### src/common/asc_pkg.sv
// shared constants and state types for the asynchronous serial channel
package asc_pkg;
    // register offsets on the byte port
    localparam logic [2:0] ASC_OFS_DATA = 3'h0;
    localparam logic [2:0] ASC_OFS_IER = 3'h1;
    localparam logic [2:0] ASC_OFS_IIR = 3'h2;
    localparam logic [2:0] ASC_OFS_LCR = 3'h3;
    localparam logic [2:0] ASC_OFS_MCR = 3'h4;
    localparam logic [2:0] ASC_OFS_LSR = 3'h5;
    localparam logic [2:0] ASC_OFS_MSR = 3'h6;
    localparam logic [2:0] ASC_OFS_SCR = 3'h7;
    // line and modem control field positions
    localparam int ASC_LCR_STB = 2;
    localparam int ASC_LCR_PEN = 3;
    localparam int ASC_LCR_EPS = 4;
    localparam int ASC_LCR_STICK = 5;
    localparam int ASC_LCR_BREAK = 6;
    localparam int ASC_LCR_DIVISOR_ACCESS_SEL = 7;
    localparam int ASC_MCR_LOOP = 4;
    // values after reset
    localparam logic [7:0] ASC_LCR_RESET = 8'h00;
    localparam logic [3:0] ASC_IER_RESET = 4'h0;
    localparam logic [4:0] ASC_MCR_RESET = 5'h00;
    localparam logic [15:0] ASC_DIV_RESET = 16'h000c;
    // clock rates; the reference tick is made by a phase accumulator
    localparam logic [26:0] ASC_CLK_HZ = 27'd125_000_000;
    localparam logic [26:0] ASC_REF_HZ = 27'd1_843_200;
    // sample ticks per bit and stop lengths in sample ticks
    localparam logic [3:0] ASC_MID_START = 4'h7;
    localparam logic [3:0] ASC_LAST_SAMPLE = 4'hf;
    localparam logic [5:0] ASC_STOP_ONE = 6'h10;
    localparam logic [5:0] ASC_STOP_HALF = 6'h18;
    localparam logic [5:0] ASC_STOP_TWO = 6'h20;
    // interrupt source identifiers, highest priority first
    localparam logic [1:0] ASC_ID_LINE = 2'h3;
    localparam logic [1:0] ASC_ID_RX = 2'h2;
    localparam logic [1:0] ASC_ID_TX = 2'h1;
    localparam logic [1:0] ASC_ID_MODEM = 2'h0;
    localparam int ASC_RX_FIFO_DEPTH = 4;
    localparam int ASC_RX_WORD = 11;

    typedef enum logic [2:0] {
        TX_IDLE = 3'b000,
        TX_START = 3'b001,
        TX_DATA = 3'b010,
        TX_PAR = 3'b011,
        TX_STOP = 3'b100
    } asc_tx_state_type;

    typedef enum logic [2:0] {
        RX_IDLE = 3'b000,
        RX_START = 3'b001,
        RX_DATA = 3'b010,
        RX_PAR = 3'b011,
        RX_STOP = 3'b100,
        RX_BRK = 3'b101
    } asc_rx_state_type;
endpackage

### src/rtl/asc_fifo.sv
// small first-in first-out buffer with valid and ready on both sides
`timescale 1ns/100ps
module asc_fifo #(
    parameter int WIDTH = 11,
    parameter int DEPTH = 4
) (
    input wire logic i_clk,
    input wire logic i_reset_n,
    input wire logic i_valid,
    output logic o_ready,
    input wire logic [WIDTH-1:0] i_data,
    output logic o_valid,
    input wire logic i_ready,
    output logic [WIDTH-1:0] o_data
);
    // depth must be a power of two; the extra pointer bit tells full from empty
    localparam int AW = $clog2(DEPTH);
    logic [WIDTH-1:0] mem_q [DEPTH];
    logic [AW:0] wr_q;
    logic [AW:0] rd_q;
    wire push = i_valid && o_ready;
    wire pop = o_valid && i_ready;
    wire ptr_wrap = wr_q[AW] != rd_q[AW];
    wire ptr_same = wr_q[AW-1:0] == rd_q[AW-1:0];

    assign o_ready = !(ptr_wrap && ptr_same);
    assign o_valid = !(!ptr_wrap && ptr_same);
    assign o_data = mem_q[rd_q[AW-1:0]];

    always_ff @(posedge i_clk) begin
        if (push) begin
            mem_q[wr_q[AW-1:0]] <= i_data;
        end
    end

    always_ff @(posedge i_clk or negedge i_reset_n) begin
        if (!i_reset_n) begin
            wr_q <= '0;
            rd_q <= '0;
        end else begin
            wr_q <= push ? wr_q + 1'b1 : wr_q;
            rd_q <= pop ? rd_q + 1'b1 : rd_q;
        end
    end
endmodule // asc_fifo

### src/rtl/asc_serial_channel.sv
// asynchronous serial channel: byte registers, transmitter, receiver, modem lines
`timescale 1ns/100ps
// Function
// - frame is start bit, 5 to 8 data bits, optional parity, then stop bits
// - stop select clear gives one stop; set gives 1.5 for 5-bit, else two
// - divisor 1..65535 on the reference clock makes the 16x bit clock
// - receiver uses the same 16x clock, so both directions share one rate
// - access bit clear: offset 0 reads received byte, writes transmit byte
// - access bit set: offsets 0 and 1 reach divisor low and high bytes
// - offsets 2..7 reach ident, line ctrl, modem ctrl, line status, modem status, scratch
// - enable bits 0..3 gate rx, tx empty, line and modem interrupts
// - ident bit 0 low when pending, bits 2:1 source, bits 7:3 zero
// - line control bits 1:0 choose five to eight data bits
// - bit 2 stop count, 3 parity on, 4 even, 5 stick parity
// - bit 6 forces break on the line, bit 7 is the divisor access bit
// - modem control bits 0..4 drive dtr, rts, out1, out2 and loopback
// - line status reports ready, overrun, parity, framing, break, empties
// - modem status flags line changes and shows current line levels
module asc_serial_channel (
    input wire logic i_clk,
    input wire logic i_reset_n,
    input wire logic [2:0] i_addr,
    input wire logic [7:0] i_wdata,
    input wire logic i_wr,
    input wire logic i_rd,
    output logic [7:0] o_rdata,
    output logic o_irq,
    input wire logic i_sin,
    output logic o_sout,
    input wire logic i_cts_n,
    input wire logic i_dsr_n,
    input wire logic i_ri_n,
    input wire logic i_dcd_n,
    output logic o_dtr_n,
    output logic o_rts_n,
    output logic o_out1_n,
    output logic o_out2_n
);
    asc_pkg::asc_tx_state_type tx_state_q, tx_state_d;
    asc_pkg::asc_rx_state_type rx_state_q, rx_state_d;
    logic [7:0] lcr_q, scr_q, thr_q, rbr_q, rdata_q, tx_shift_q, rx_shift_q;
    logic [3:0] ier_q, lsr_err_q, msr_delta_q, ms_prev_q, ms_m_q, ms_s_q;
    logic [4:0] mcr_q;
    logic [15:0] div_q, divcnt_q;
    logic [26:0] phase_q;
    logic [5:0] tx_tick_q;
    logic [3:0] rx_tick_q;
    logic [2:0] tx_bitn_q, rx_bitn_q;
    logic tx_holding_empty_q, dr_q, tx_par_q, rx_par_q, rx_zero_q, sout_q, irq_q;
    logic sin_m_q, sin_s_q;
    logic fifo_in_ready, fifo_out_valid;
    logic [10:0] fifo_out;

    // parity over the active data bits only
    function automatic logic asc_parity(input logic [7:0] d, input logic [7:0] line_control);
        logic [7:0] m;
        m = 8'(8'hff >> (2'h3 - line_control[1:0]));
        if (line_control[asc_pkg::ASC_LCR_STICK]) begin
            return !line_control[asc_pkg::ASC_LCR_EPS];
        end
        return line_control[asc_pkg::ASC_LCR_EPS] ? ^(d & m) : ~^(d & m);
    endfunction

    // register decode
    wire divisor_access_sel = lcr_q[asc_pkg::ASC_LCR_DIVISOR_ACCESS_SEL];
    wire loop = mcr_q[asc_pkg::ASC_MCR_LOOP];
    wire parity_on = lcr_q[asc_pkg::ASC_LCR_PEN];
    wire at_data = i_addr == asc_pkg::ASC_OFS_DATA;
    wire at_ier = i_addr == asc_pkg::ASC_OFS_IER;
    wire wr_thr = i_wr && at_data && !divisor_access_sel;
    wire wr_dll = i_wr && at_data && divisor_access_sel;
    wire wr_dlm = i_wr && at_ier && divisor_access_sel;
    wire wr_ier = i_wr && at_ier && !divisor_access_sel;
    wire wr_lcr = i_wr && i_addr == asc_pkg::ASC_OFS_LCR;
    wire wr_mcr = i_wr && i_addr == asc_pkg::ASC_OFS_MCR;
    wire wr_scr = i_wr && i_addr == asc_pkg::ASC_OFS_SCR;
    wire rd_rbr = i_rd && at_data && !divisor_access_sel;
    wire rd_lsr = i_rd && i_addr == asc_pkg::ASC_OFS_LSR;
    wire rd_msr = i_rd && i_addr == asc_pkg::ASC_OFS_MSR;

    // reference tick at 1.8432 MHz out of the system clock, jitter one cycle
    wire [26:0] phase_sum = phase_q + asc_pkg::ASC_REF_HZ;
    wire ref_tick = phase_sum >= asc_pkg::ASC_CLK_HZ;
    wire [26:0] phase_d = ref_tick ? phase_sum - asc_pkg::ASC_CLK_HZ : phase_sum;
    // a divisor of zero behaves as one
    wire div_hit = (divcnt_q + 16'h1) >= div_q;
    wire tick16 = ref_tick && div_hit;

    // frame shape from line control
    wire [2:0] last_idx = 3'(3'h4 + {1'b0, lcr_q[1:0]});
    wire [5:0] stop_len = !lcr_q[asc_pkg::ASC_LCR_STB] ? asc_pkg::ASC_STOP_ONE :
        (lcr_q[1:0] == 2'h0) ? asc_pkg::ASC_STOP_HALF : asc_pkg::ASC_STOP_TWO;
    wire [5:0] bit_len = (tx_state_q == asc_pkg::TX_STOP) ? stop_len : asc_pkg::ASC_STOP_ONE;

    // transmitter
    wire tx_bit_end = tick16 && (tx_tick_q == bit_len - 6'h1);
    wire tx_load = (tx_state_q == asc_pkg::TX_IDLE) && !tx_holding_empty_q;
    wire tx_line = (tx_state_q == asc_pkg::TX_START) ? 1'b0 :
        (tx_state_q == asc_pkg::TX_DATA) ? tx_shift_q[0] :
        (tx_state_q == asc_pkg::TX_PAR) ? tx_par_q : 1'b1;
    wire tx_out = lcr_q[asc_pkg::ASC_LCR_BREAK] ? 1'b0 : tx_line;
    wire tx_shift_empty = tx_state_q == asc_pkg::TX_IDLE;

    always_comb begin
        tx_state_d = tx_state_q;
        unique case (tx_state_q)
            asc_pkg::TX_IDLE: if (!tx_holding_empty_q) tx_state_d = asc_pkg::TX_START;
            asc_pkg::TX_START: if (tx_bit_end) tx_state_d = asc_pkg::TX_DATA;
            asc_pkg::TX_DATA: if (tx_bit_end && tx_bitn_q == last_idx) begin
                tx_state_d = parity_on ? asc_pkg::TX_PAR : asc_pkg::TX_STOP;
            end
            asc_pkg::TX_PAR: if (tx_bit_end) tx_state_d = asc_pkg::TX_STOP;
            asc_pkg::TX_STOP: if (tx_bit_end) tx_state_d = asc_pkg::TX_IDLE;
            default: tx_state_d = asc_pkg::TX_IDLE;
        endcase
    end

    wire [5:0] tx_tick_d = (tx_state_d != tx_state_q || tx_bit_end) ? 6'h0 :
        tick16 ? tx_tick_q + 6'h1 : tx_tick_q;

    always_ff @(posedge i_clk or negedge i_reset_n) begin
        if (!i_reset_n) begin
            tx_shift_q <= 8'h00;
            tx_bitn_q <= 3'h0;
            tx_par_q <= 1'b0;
        end else if (tx_load) begin
            tx_shift_q <= thr_q;
            tx_bitn_q <= 3'h0;
            tx_par_q <= asc_parity(thr_q, lcr_q);
        end else if (tx_state_q == asc_pkg::TX_DATA && tx_bit_end) begin
            tx_shift_q <= tx_shift_q >> 1;
            tx_bitn_q <= tx_bitn_q + 3'h1;
        end
    end

    // receiver input, looped back from the transmitter in test mode
    wire rx_in = loop ? tx_out : sin_s_q;
    wire rx_samp = tick16 && rx_tick_q == asc_pkg::ASC_LAST_SAMPLE;
    wire rx_push = (rx_state_q == asc_pkg::RX_STOP) && rx_samp;
    wire [7:0] rx_data = 8'(rx_shift_q >> (3'h7 - last_idx));
    wire rx_pe = parity_on && (rx_par_q != asc_parity(rx_data, lcr_q));
    wire rx_fe = !rx_in;
    wire rx_bi = rx_zero_q && !rx_in;

    always_comb begin
        rx_state_d = rx_state_q;
        unique case (rx_state_q)
            asc_pkg::RX_IDLE: if (tick16 && !rx_in) rx_state_d = asc_pkg::RX_START;
            asc_pkg::RX_START: if (tick16 && rx_tick_q == asc_pkg::ASC_MID_START) begin
                rx_state_d = rx_in ? asc_pkg::RX_IDLE : asc_pkg::RX_DATA;
            end
            asc_pkg::RX_DATA: if (rx_samp && rx_bitn_q == last_idx) begin
                rx_state_d = parity_on ? asc_pkg::RX_PAR : asc_pkg::RX_STOP;
            end
            asc_pkg::RX_PAR: if (rx_samp) rx_state_d = asc_pkg::RX_STOP;
            // a held-low line is one break, not a stream of empty frames
            asc_pkg::RX_STOP: if (rx_samp) begin
                rx_state_d = rx_in ? asc_pkg::RX_IDLE : asc_pkg::RX_BRK;
            end
            asc_pkg::RX_BRK: if (rx_in) rx_state_d = asc_pkg::RX_IDLE;
            default: rx_state_d = asc_pkg::RX_IDLE;
        endcase
    end

    wire [3:0] rx_tick_d = (rx_state_d != rx_state_q) ? 4'h0 :
        tick16 ? rx_tick_q + 4'h1 : rx_tick_q;
    wire rx_bit = rx_samp && (rx_state_q == asc_pkg::RX_DATA ||
        rx_state_q == asc_pkg::RX_PAR);

    always_ff @(posedge i_clk or negedge i_reset_n) begin
        if (!i_reset_n) begin
            rx_shift_q <= 8'h00;
            rx_bitn_q <= 3'h0;
            rx_par_q <= 1'b0;
            rx_zero_q <= 1'b0;
        end else if (rx_state_q == asc_pkg::RX_START) begin
            rx_bitn_q <= 3'h0;
            rx_zero_q <= 1'b1;
        end else if (rx_bit) begin
            rx_zero_q <= rx_zero_q && !rx_in;
            if (rx_state_q == asc_pkg::RX_DATA) begin
                rx_shift_q <= {rx_in, rx_shift_q[7:1]};
                rx_bitn_q <= rx_bitn_q + 3'h1;
            end else begin
                rx_par_q <= rx_in;
            end
        end
    end

    // received words wait here; a full buffer turns a new word into overrun
    wire fifo_pop = fifo_out_valid && !dr_q;
    asc_fifo #(
        .WIDTH(asc_pkg::ASC_RX_WORD),
        .DEPTH(asc_pkg::ASC_RX_FIFO_DEPTH)
    ) u_rx_fifo (
        .i_clk(i_clk),
        .i_reset_n(i_reset_n),
        .i_valid(rx_push),
        .o_ready(fifo_in_ready),
        .i_data({rx_bi, rx_fe, rx_pe, rx_data}),
        .o_valid(fifo_out_valid),
        .i_ready(!dr_q),
        .o_data(fifo_out)
    );

    // status flags; a new event wins over a clearing read in the same cycle
    wire overrun = rx_push && !fifo_in_ready;
    wire [3:0] err_set = {fifo_pop ? fifo_out[10:8] : 3'h0, overrun};
    wire [3:0] lsr_err_d = err_set | (rd_lsr ? 4'h0 : lsr_err_q);
    wire dr_d = fifo_pop | (dr_q && !rd_rbr);
    wire tx_holding_empty_d = !wr_thr && (tx_holding_empty_q || tx_load);

    // modem lines, active high after inversion
    wire [3:0] ms_pins = {~i_dcd_n, ~i_ri_n, ~i_dsr_n, ~i_cts_n};
    wire [3:0] ms_loop = {mcr_q[3], mcr_q[2], mcr_q[0], mcr_q[1]};
    wire [3:0] ms_now = loop ? ms_loop : ms_s_q;
    wire [3:0] ms_set = {ms_now[3] ^ ms_prev_q[3], ms_prev_q[2] && !ms_now[2],
        ms_now[1:0] ^ ms_prev_q[1:0]};
    wire [3:0] msr_delta_d = ms_set | (rd_msr ? 4'h0 : msr_delta_q);

    // interrupt source by priority
    wire line_irq = ier_q[2] && |lsr_err_q;
    wire rx_irq = ier_q[0] && dr_q;
    wire tx_irq = ier_q[1] && tx_holding_empty_q;
    wire ms_irq = ier_q[3] && |msr_delta_q;
    wire irq_pend = line_irq || rx_irq || tx_irq || ms_irq;
    wire [1:0] irq_id = line_irq ? asc_pkg::ASC_ID_LINE : rx_irq ? asc_pkg::ASC_ID_RX :
        tx_irq ? asc_pkg::ASC_ID_TX : asc_pkg::ASC_ID_MODEM;
    wire [7:0] interrupt_identification = {5'h00, irq_id, !irq_pend};
    wire [7:0] line_status = {1'b0, tx_shift_empty, tx_holding_empty_q, lsr_err_q, dr_q};

    // read selection
    wire [7:0] rd_mux =
        at_data ? (divisor_access_sel ? div_q[7:0] : rbr_q) :
        at_ier ? (divisor_access_sel ? div_q[15:8] : {4'h0, ier_q}) :
        (i_addr == asc_pkg::ASC_OFS_IIR) ? interrupt_identification :
        (i_addr == asc_pkg::ASC_OFS_LCR) ? lcr_q :
        (i_addr == asc_pkg::ASC_OFS_MCR) ? {3'h0, mcr_q} :
        (i_addr == asc_pkg::ASC_OFS_LSR) ? line_status :
        (i_addr == asc_pkg::ASC_OFS_MSR) ? {ms_now, msr_delta_q} : scr_q;

    always_ff @(posedge i_clk or negedge i_reset_n) begin
        if (!i_reset_n) begin
            lcr_q <= asc_pkg::ASC_LCR_RESET;
            ier_q <= asc_pkg::ASC_IER_RESET;
            mcr_q <= asc_pkg::ASC_MCR_RESET;
            div_q <= asc_pkg::ASC_DIV_RESET;
            scr_q <= 8'h00;
            thr_q <= 8'h00;
        end else begin
            lcr_q <= wr_lcr ? i_wdata : lcr_q;
            ier_q <= wr_ier ? i_wdata[3:0] : ier_q;
            mcr_q <= wr_mcr ? i_wdata[4:0] : mcr_q;
            div_q[7:0] <= wr_dll ? i_wdata : div_q[7:0];
            div_q[15:8] <= wr_dlm ? i_wdata : div_q[15:8];
            scr_q <= wr_scr ? i_wdata : scr_q;
            thr_q <= wr_thr ? i_wdata : thr_q;
        end
    end

    always_ff @(posedge i_clk or negedge i_reset_n) begin
        if (!i_reset_n) begin
            phase_q <= 27'h0;
            divcnt_q <= 16'h0;
            tx_state_q <= asc_pkg::TX_IDLE;
            tx_tick_q <= 6'h0;
            rx_state_q <= asc_pkg::RX_IDLE;
            rx_tick_q <= 4'h0;
        end else begin
            phase_q <= phase_d;
            divcnt_q <= !ref_tick ? divcnt_q : div_hit ? 16'h0 : divcnt_q + 16'h1;
            tx_state_q <= tx_state_d;
            tx_tick_q <= tx_tick_d;
            rx_state_q <= rx_state_d;
            rx_tick_q <= rx_tick_d;
        end
    end

    always_ff @(posedge i_clk or negedge i_reset_n) begin
        if (!i_reset_n) begin
            tx_holding_empty_q <= 1'b1;
            dr_q <= 1'b0;
            rbr_q <= 8'h00;
            lsr_err_q <= 4'h0;
            msr_delta_q <= 4'h0;
            ms_prev_q <= 4'h0;
            rdata_q <= 8'h00;
            irq_q <= 1'b0;
            sout_q <= 1'b1;
        end else begin
            tx_holding_empty_q <= tx_holding_empty_d;
            dr_q <= dr_d;
            rbr_q <= fifo_pop ? fifo_out[7:0] : rbr_q;
            lsr_err_q <= lsr_err_d;
            msr_delta_q <= msr_delta_d;
            ms_prev_q <= ms_now;
            rdata_q <= i_rd ? rd_mux : rdata_q;
            irq_q <= irq_pend;
            sout_q <= loop ? 1'b1 : tx_out;
        end
    end

    // pin synchronisers, second stage only is read
    always_ff @(posedge i_clk or negedge i_reset_n) begin
        if (!i_reset_n) begin
            sin_m_q <= 1'b1;
            sin_s_q <= 1'b1;
            ms_m_q <= 4'h0;
            ms_s_q <= 4'h0;
        end else begin
            sin_m_q <= i_sin;
            sin_s_q <= sin_m_q;
            ms_m_q <= ms_pins;
            ms_s_q <= ms_m_q;
        end
    end

    assign o_rdata = rdata_q;
    assign o_irq = irq_q;
    assign o_sout = sout_q;
    assign o_dtr_n = ~mcr_q[0];
    assign o_rts_n = ~mcr_q[1];
    assign o_out1_n = ~mcr_q[2];
    assign o_out2_n = ~mcr_q[3];
endmodule // asc_serial_channel

### config.mk
export PLATFORM = sky130hd
export DESIGN_NAME = asc_serial_channel
export DESIGN_NICKNAME = d
export VERILOG_FILES = /design/src/common/asc_pkg.sv /design/src/rtl/asc_fifo.sv /design/src/rtl/asc_serial_channel.sv
export SDC_FILE = /design/constraint.sdc
export NUM_CORES = 1
export LEC_CHECK = 0
export BUFFER_PORTS_ARGS = -buffer_cell sky130_fd_sc_hd__clkbuf_2
export CAP_MARGIN = 20
export CORE_MARGIN = 8
export CORE_UTILIZATION = 60
export CTS_CLUSTER_DIAMETER = 120
export DETAILED_ROUTE_END_ITERATION = 6
export PLACE_DENSITY = 0.77
export SETUP_SLACK_MARGIN = 0.15
export SLEW_MARGIN = 20
export SYNTH_ARGS = -nofsm -noshare
export SYNTH_HDL_FRONTEND = slang
export SYNTH_SLANG_ARGS = --single-unit
### constraint.sdc
create_clock -name i_clk -period 5.5 [get_ports i_clk]
set_input_delay 1.1 -clock i_clk [delete_from_list [all_inputs] [get_ports i_clk]]
set_output_delay 1.1 -clock i_clk [all_outputs]
set_load 0.03 [all_outputs]
; After elaboration in Yosys (flattened, before gate mapping)
; Memories as Yosys holds them, arrays and structs flattened.
; Index checks and enable logic that the tools add are counted.
[totals]
inputBits = 20
mem_bits_rw = 44
regBits = 181
mem_count = 1
out_inout_bits = 14
[op_classes]
mux = 65
addsub = 13
order_cmp = 2
n_bitwise = 17
reduce_logical = 74
shift = 2
n_eq_ne = 26
[mem_list]
columns = name, words, word_bits, read_ports, rd_clocked_by_memory_dff, wr, line_no
row1 = u_rx_fifo.mem_q, 4, 11, 1, 0, 1, asc_fifo.sv:18  ; logic [WIDTH-1:0] mem_q [DEPTH];
[ops]
columns = op, count
row1 = $mux W8, 11
row2 = $mux W3, 19
row3 = $logic_and A1 B1 Y1, 38
row4 = $mux W6, 5
row5 = $add A27 B21 Y27 const B, 1
row6 = $ge A27 B27 Y1 const B, 1
row7 = $mux W27, 1
row8 = $sub A27 B27 Y27 const B, 1
row9 = $eq A3 B3 Y1 const B, 7
row10 = $mux W4, 5
row11 = $eq A3 B2 Y1 const B, 6
row12 = $mux W1, 18
row13 = $pmux W3 S6, 1
row14 = $add A16 B1 Y16 const B, 1
row15 = $and A8 B8 Y8, 2
row16 = $ge A16 B16 Y1, 1
row17 = $mux W16, 1
row18 = $reduce_xnor A8 Y1, 2
row19 = $reduce_xor A8 Y1, 2
row20 = $pmux W3 S5, 1
row21 = $add A3 B1 Y3 const B, 4
row22 = $logic_not A1 Y1, 12
row23 = $not A1 Y1, 10
row24 = $reduce_bool A2 Y1, 5
row25 = other kinds (27), 44

; Longest topological paths before layout
[logic_depth]
word_depth = 13
mapped_depth = 17
mapped_depth_nobuf = 16

; Cells and area by module
; From an unflattened synthesis, not the netlist that was laid out.
[unflattened]
cells_unflattened = 1044
area_unflattened_um2 = 11561.1
[modules_own_cells]
columns = module, area_per_inst_um2, instances, cells_per_inst, seq_area_each_um2
row1 = asc_serial_channel, 9475.3, 1, 940, 4236.6
row2 = asc_fifo, 2085.8, 1, 104, 1471.4

; Least setup slack after synthesis
; OpenSTA, ideal clock, no wires.
[synth_path]
path_kind = register to register
startpoint = register divcnt_q[0]
endpoint = memory u_rx_fifo.mem_q[0][0], enable pin
path_stages_with_launch = 17
setup_time_ns = 0.349
slack_ns = 1.517
path_buffers = 1
arrival_ns = 3.634
cell_sequence = dfrtp_1 nand3_1 nor2_1 and3_1 and3_1 and2_1 nand2_1 xnor2_1 ha_1 nand2_1 o21ai_0 a2111oi_0 o31ai_2 clkbuf_1 nand4b_1 nor2_1 and2_1
[synth_between]
elab_chain_cells = 8
[synth_lines]
columns = element, line_no
row1 = from (decl), asc_serial_channel.sv:44  ; logic [15:0] div_q, divcnt_q;
row2 = from (signal assigned), asc_serial_channel.sv:271  ; divcnt_q <= !ref_tick ? divcnt_q : div_hit ? 16'h0 : divcnt_q + 16'h1;
row3 = $add A16 B1 Y16, asc_serial_channel.sv:86  ; wire div_hit = (divcnt_q + 16'h1) >= div_q;
row4 = $ge A16 B16 Y1, asc_serial_channel.sv:86
row5 = $logic_and A1 B1 Y1, asc_serial_channel.sv:87  ; wire tick16 = ref_tick && div_hit;
row6 = $logic_and A1 B1 Y1, asc_serial_channel.sv:138  ; wire rx_samp = tick16 && rx_tick_q == asc_pkg::ASC_LAST_SAMPLE;
row7 = $logic_and A1 B1 Y1, asc_serial_channel.sv:139  ; wire rx_push = (rx_state_q == asc_pkg::RX_STOP) && rx_samp;
row8 = $logic_and A1 B1 Y1, asc_fifo.sv:21  ; wire push = i_valid && o_ready;
row9 = $mux W1, asc_fifo.sv:31  ; if (push) begin
row10 = $mux W1 (not written as such), asc_fifo.sv:32  ; mem_q[wr_q[AW-1:0]] <= i_data;
row11 = to (decl), asc_fifo.sv:18
; Every way passes these cells.

; Final worst setup path
[layout_path]
startpoint = register divcnt_q[0]
endpoint = memory u_rx_fifo.mem_q[1][8], enable pin
; The elaborated chain is that of the path after synthesis.

==> key figures <==
Run status
  • Outcome: finished, final reports clean

Die
  • Die area: 0.0235 mm²
  • Core footprint: 0.0186 mm²
  • Chip height: 153 µm
  • Chip width: 153 µm
  • Io pins: 34
  • Initial Util: 0.608
  • Cell Rows: 50

Final layout
  • Layout cells sized above 1: 0.185
  • Utilization after layout: 0.670
  • Nets: 1074
  • Fillcell total: 1359
  • Area Growth Syn to Fin: 10.2%
  • Ant diodes: 0

Yosys
  • Sequential area share after synthesis: 0.504
  • Ys flop type: dfrtp_1
  • Number of flops mapped to enable cells by yosys: 44
  • Synth warn: 0
  • Top post-synthesis cells by area: dfrtp_1 (37%), edfxtp_1 (12%), mux2_2 (6.6%), xnor2_1 (3.9%), mux4_2 (3.8%)
  • Avg Cell Area, Syn: 11.2 µm²
  • Synth Cell Area: 0.0113 mm²
  • Post-Syn Nets: 1060
  • Share of the synthesized area in the top cell type: 0.373
  • Library cells used by synthesis: 72
  • Yosys reg bits: 219
  • Cells after synthesis: 1009
  • FFs w/ async S/R, synth: 0.799
  • Dominant cell type by area after synthesis: dfrtp_1

Global routing
  • GRT Residual Overflow: 0
  • Largest net degree at the start of global routing: 105
  • Global-route wire length before repair: 40.1 mm
  • Initial antenna violation count: 0
  • Vias in the first global route: 7574
  • All-Layer GR Usage: 0.208

Timing
  • Worst Max-Slew Pin Slew: 0.927 ns
  • Setup violators final: 0
  • Clk_skew: 0.0151 ns
  • Setup total negative slack: 0 ns
  • F_max: 208 MHz
  • Final slew viol count: 0
  • Final Hold Fails: 0
  • Min Tclk post-route: 4.81 ns
  • Final Cycle Share: 0.874
  • Relative slew slack: 0.376
  • Unrepaired setup endpoints after global routing: no

Worst setup path
  • Worst reg2reg path startpoint: divcnt_q[0]
  • Worst path slowest cell: o31ai_2
  • Critical path fanouts, max: 11
  • Cell Chain, Critical Path: nand3_1 -> nor2_1 -> and3_1 -> and3_1 -> and2_1 -> nand2_1 -> xnor2_1 -> ha_1 -> nand2_1 -> o21ai_0 -> a2111oi_0 -> o31ai_2 -> nand4b_1 -> nor2_1 -> and2_1
  • Reg2reg path depth: 15
  • Crit path from: divcnt_q[0]
  • Worst R2R Setup Slack: 0.69 ns
  • Reg2reg end: u_rx_fifo.mem_q[1][8]
  • Startpoint types: flop
  • CP Capture Type: flop
  • Setup CP Type: reg2reg
  • Crit path largest cell delay: 0.75 ns
  • Worst path required time: 5.64 ns
  • Critical Path AT: 4.95 ns

Drt
  • Average wire per standard cell: 19.0 µm
  • Initial drt markers: 622
  • Total number of vias: 7676
  • Vias per inst: 6.03
  • WL final: 24.1 mm
  • Routed Antenna Nets: 0
  • DRC violations left: 0
  • Pre-antenna DRT Iters: 5

Hold path
  • Worst Hold Class: reg2reg
  • WHS Endpoint: ms_s_q[2]
  • Hold path cells: 0
  • Hold Startpoint: ms_m_q[2]

Clock network
  • Root Driver: clkbuf_16
  • Clk buf depth: 3
  • Hold buffers post-CTS: 0
  • Clk_lat worst skew: 0.52 ns
  • H-tree depth: 1
  • Reg clk slew, reported paths: 0.06 ns
  • CTS tree: yes
  • Sink Count: 219
  • CTS resizes: 0
  • Post-CTS setup buffers: 0
  • Cts bufs inserted: 23

Job
  • Maxcap violations: 0

Power and ir drop
  • Maximum VDD drop: 0.000223 V
  • Leak: 5.30 nW
  • Total power draw: 4.15 mW
  • Power per cell area: 333 mW/mm²

Placed design
  • Port Buffers: 33
  • HPWL after detailed placement: 16.7 mm
  • GP Congestion: 0.855
==> cell type report <==
type | count | area [µm²] | area share
Inverter | 47 | 176 | 0.0141
Sequential cell | 219 | 5710 | 0.457
Timing Repair Buffer | 40 | 224 | 0.0179
Clock inverter | 13 | 226 | 0.0181
Tap cell | 234 | 293 | 0.0234
Multi-Input combinational cell | 692 | 5250 | 0.421
Clock buffer | 29 | 608 | 0.0487
==> routing by layer <==
| layer | global-route usage | vias to the layer above | part of all wire |
|---|---|---|---|
| met4 | 0.0644 | 0 | 0.027 |
| li1 | - | 3636 | - |
| met1 | 0.280 | 3840 | 0.45 |
| met2 | 0.339 | 157 | 0.48 |
| met3 | 0.0352 | 43 | 0.041 |
| met5 | 0 | - | 0 |
==> how the worst max path moves through the flow <==
stage | endpoint | slack [ns]
2_1_floorplan | u_rx_fifo.mem_q[0][0] | 1.52
3_3_place_gp | tx_bitn_q[0] | 0.96
3_5_place_dp | u_rx_fifo.mem_q[1][2] | 0.74
4_1_cts | u_rx_fifo.mem_q[1][8] | 0.70
5_1_grt | tx_bitn_q[0] | 0.28
6_report | u_rx_fifo.mem_q[1][8] | 0.69
==> power by group <==
part | leakage, nW | switching (mW) | internal [mW] | total, mW
logic | 2.33 | 0.292 | 0.237 | 0.529
clock network | 0.408 | 0.625 | 1.07 | 1.69
registers | 2.56 | 0.135 | 1.79 | 1.93
==> placed cells by master (no fill, tap or decap), types with 31 or more instances in the layout <==
cell type  Yosys  final
a21oi_1       35     35
clkbuf_2       0     32
dfrtp_1      169    169
edfxtp_1      44     44
ha_1          31     31
inv_1         47     47
mux2_2        66     66
nand2_1       99     99
nor2_1        56     56
o21ai_0       66     66
xnor2_1       51     51
==> per-stage QoR <==
stage / cells / worst slack, ns / area, µm² / hold WS (ns)
finish: 1274 / 0.693 / 12500 / 0.352
global route: 1274 / 0.276 / 12500 / 0.358
CTS: 1274 / 0.703 / 12500 / 0.355
detailed placement: 1232 / 0.743 / 11600 / 0.336
global placement: 1232 / 0.962 / 11600 / 0.333
floorplan: 1009 / 1.52 / 11300 / 0.331
==> flip-flops by register name, summed over array words and instances (netlist names), 16 cells and up <==
signal           flops
u_rx_fifo.mem_q     44
phase_q             21
divcnt_q            16
div_q               16
==> critical path: cells and delay by family (launching register included) <==
kind	cells	cell delay, ns
AO/OA/AOI/OAI	3	1.07
AND/OR/NAND/NOR	10	2.46
XOR/XNOR	1	0.15
adder cells (fa/ha/maj)	1	0.32
flip-flops	1	0.43
==> logic make-up (layout without fill, tap and decap cells) <==
| group | after synthesis | in the layout | share of synthesized area |
|---|---|---|---|
| compound gates | 182 | 182 | 0.103 |
| xor+xnor | 81 | 81 | 0.0633 |
| fa+ha+maj | 31 | 31 | 0.0342 |
| buf+inv | 98 | 129 | 0.0344 |
| flops | 219 | 219 | 0.504 |
| mux | 116 | 116 | 0.133 |
| simple gates | 282 | 282 | 0.127 |
==> Yosys cell counts (3+ instances only) <==
cell,count
o41ai_1,3
nand4_1,8
nand3_1,21
o211ai_1,9
mux4_2,19
a21o_1,5
o21ai_0,66
nand2_1,99
a22o_1,3
buf_1,4
or2_2,3
mux2_4,6
and3_1,12
nor4b_1,3
dfrtp_1,169
ha_1,31
nand3b_1,7
o2111ai_1,8
o31ai_1,3
o21a_1,5
xnor2_1,51
a311oi_1,3
nand2b_1,15
mux2i_1,25
and2_1,10
a21oi_1,35
nor4_1,4
clkbuf_1,40
nor2_1,56
a22oi_1,9
buf_2,5
a31oi_1,3
edfxtp_1,44
o21ai_1,3
or3_1,4
nor2b_1,6
dfstp_2,6
xor2_1,29
a221oi_1,3
nor3b_1,3
nand4b_1,5
inv_1,47
mux2_2,66
nor3_1,14
(Power assumes the default switching activity.)
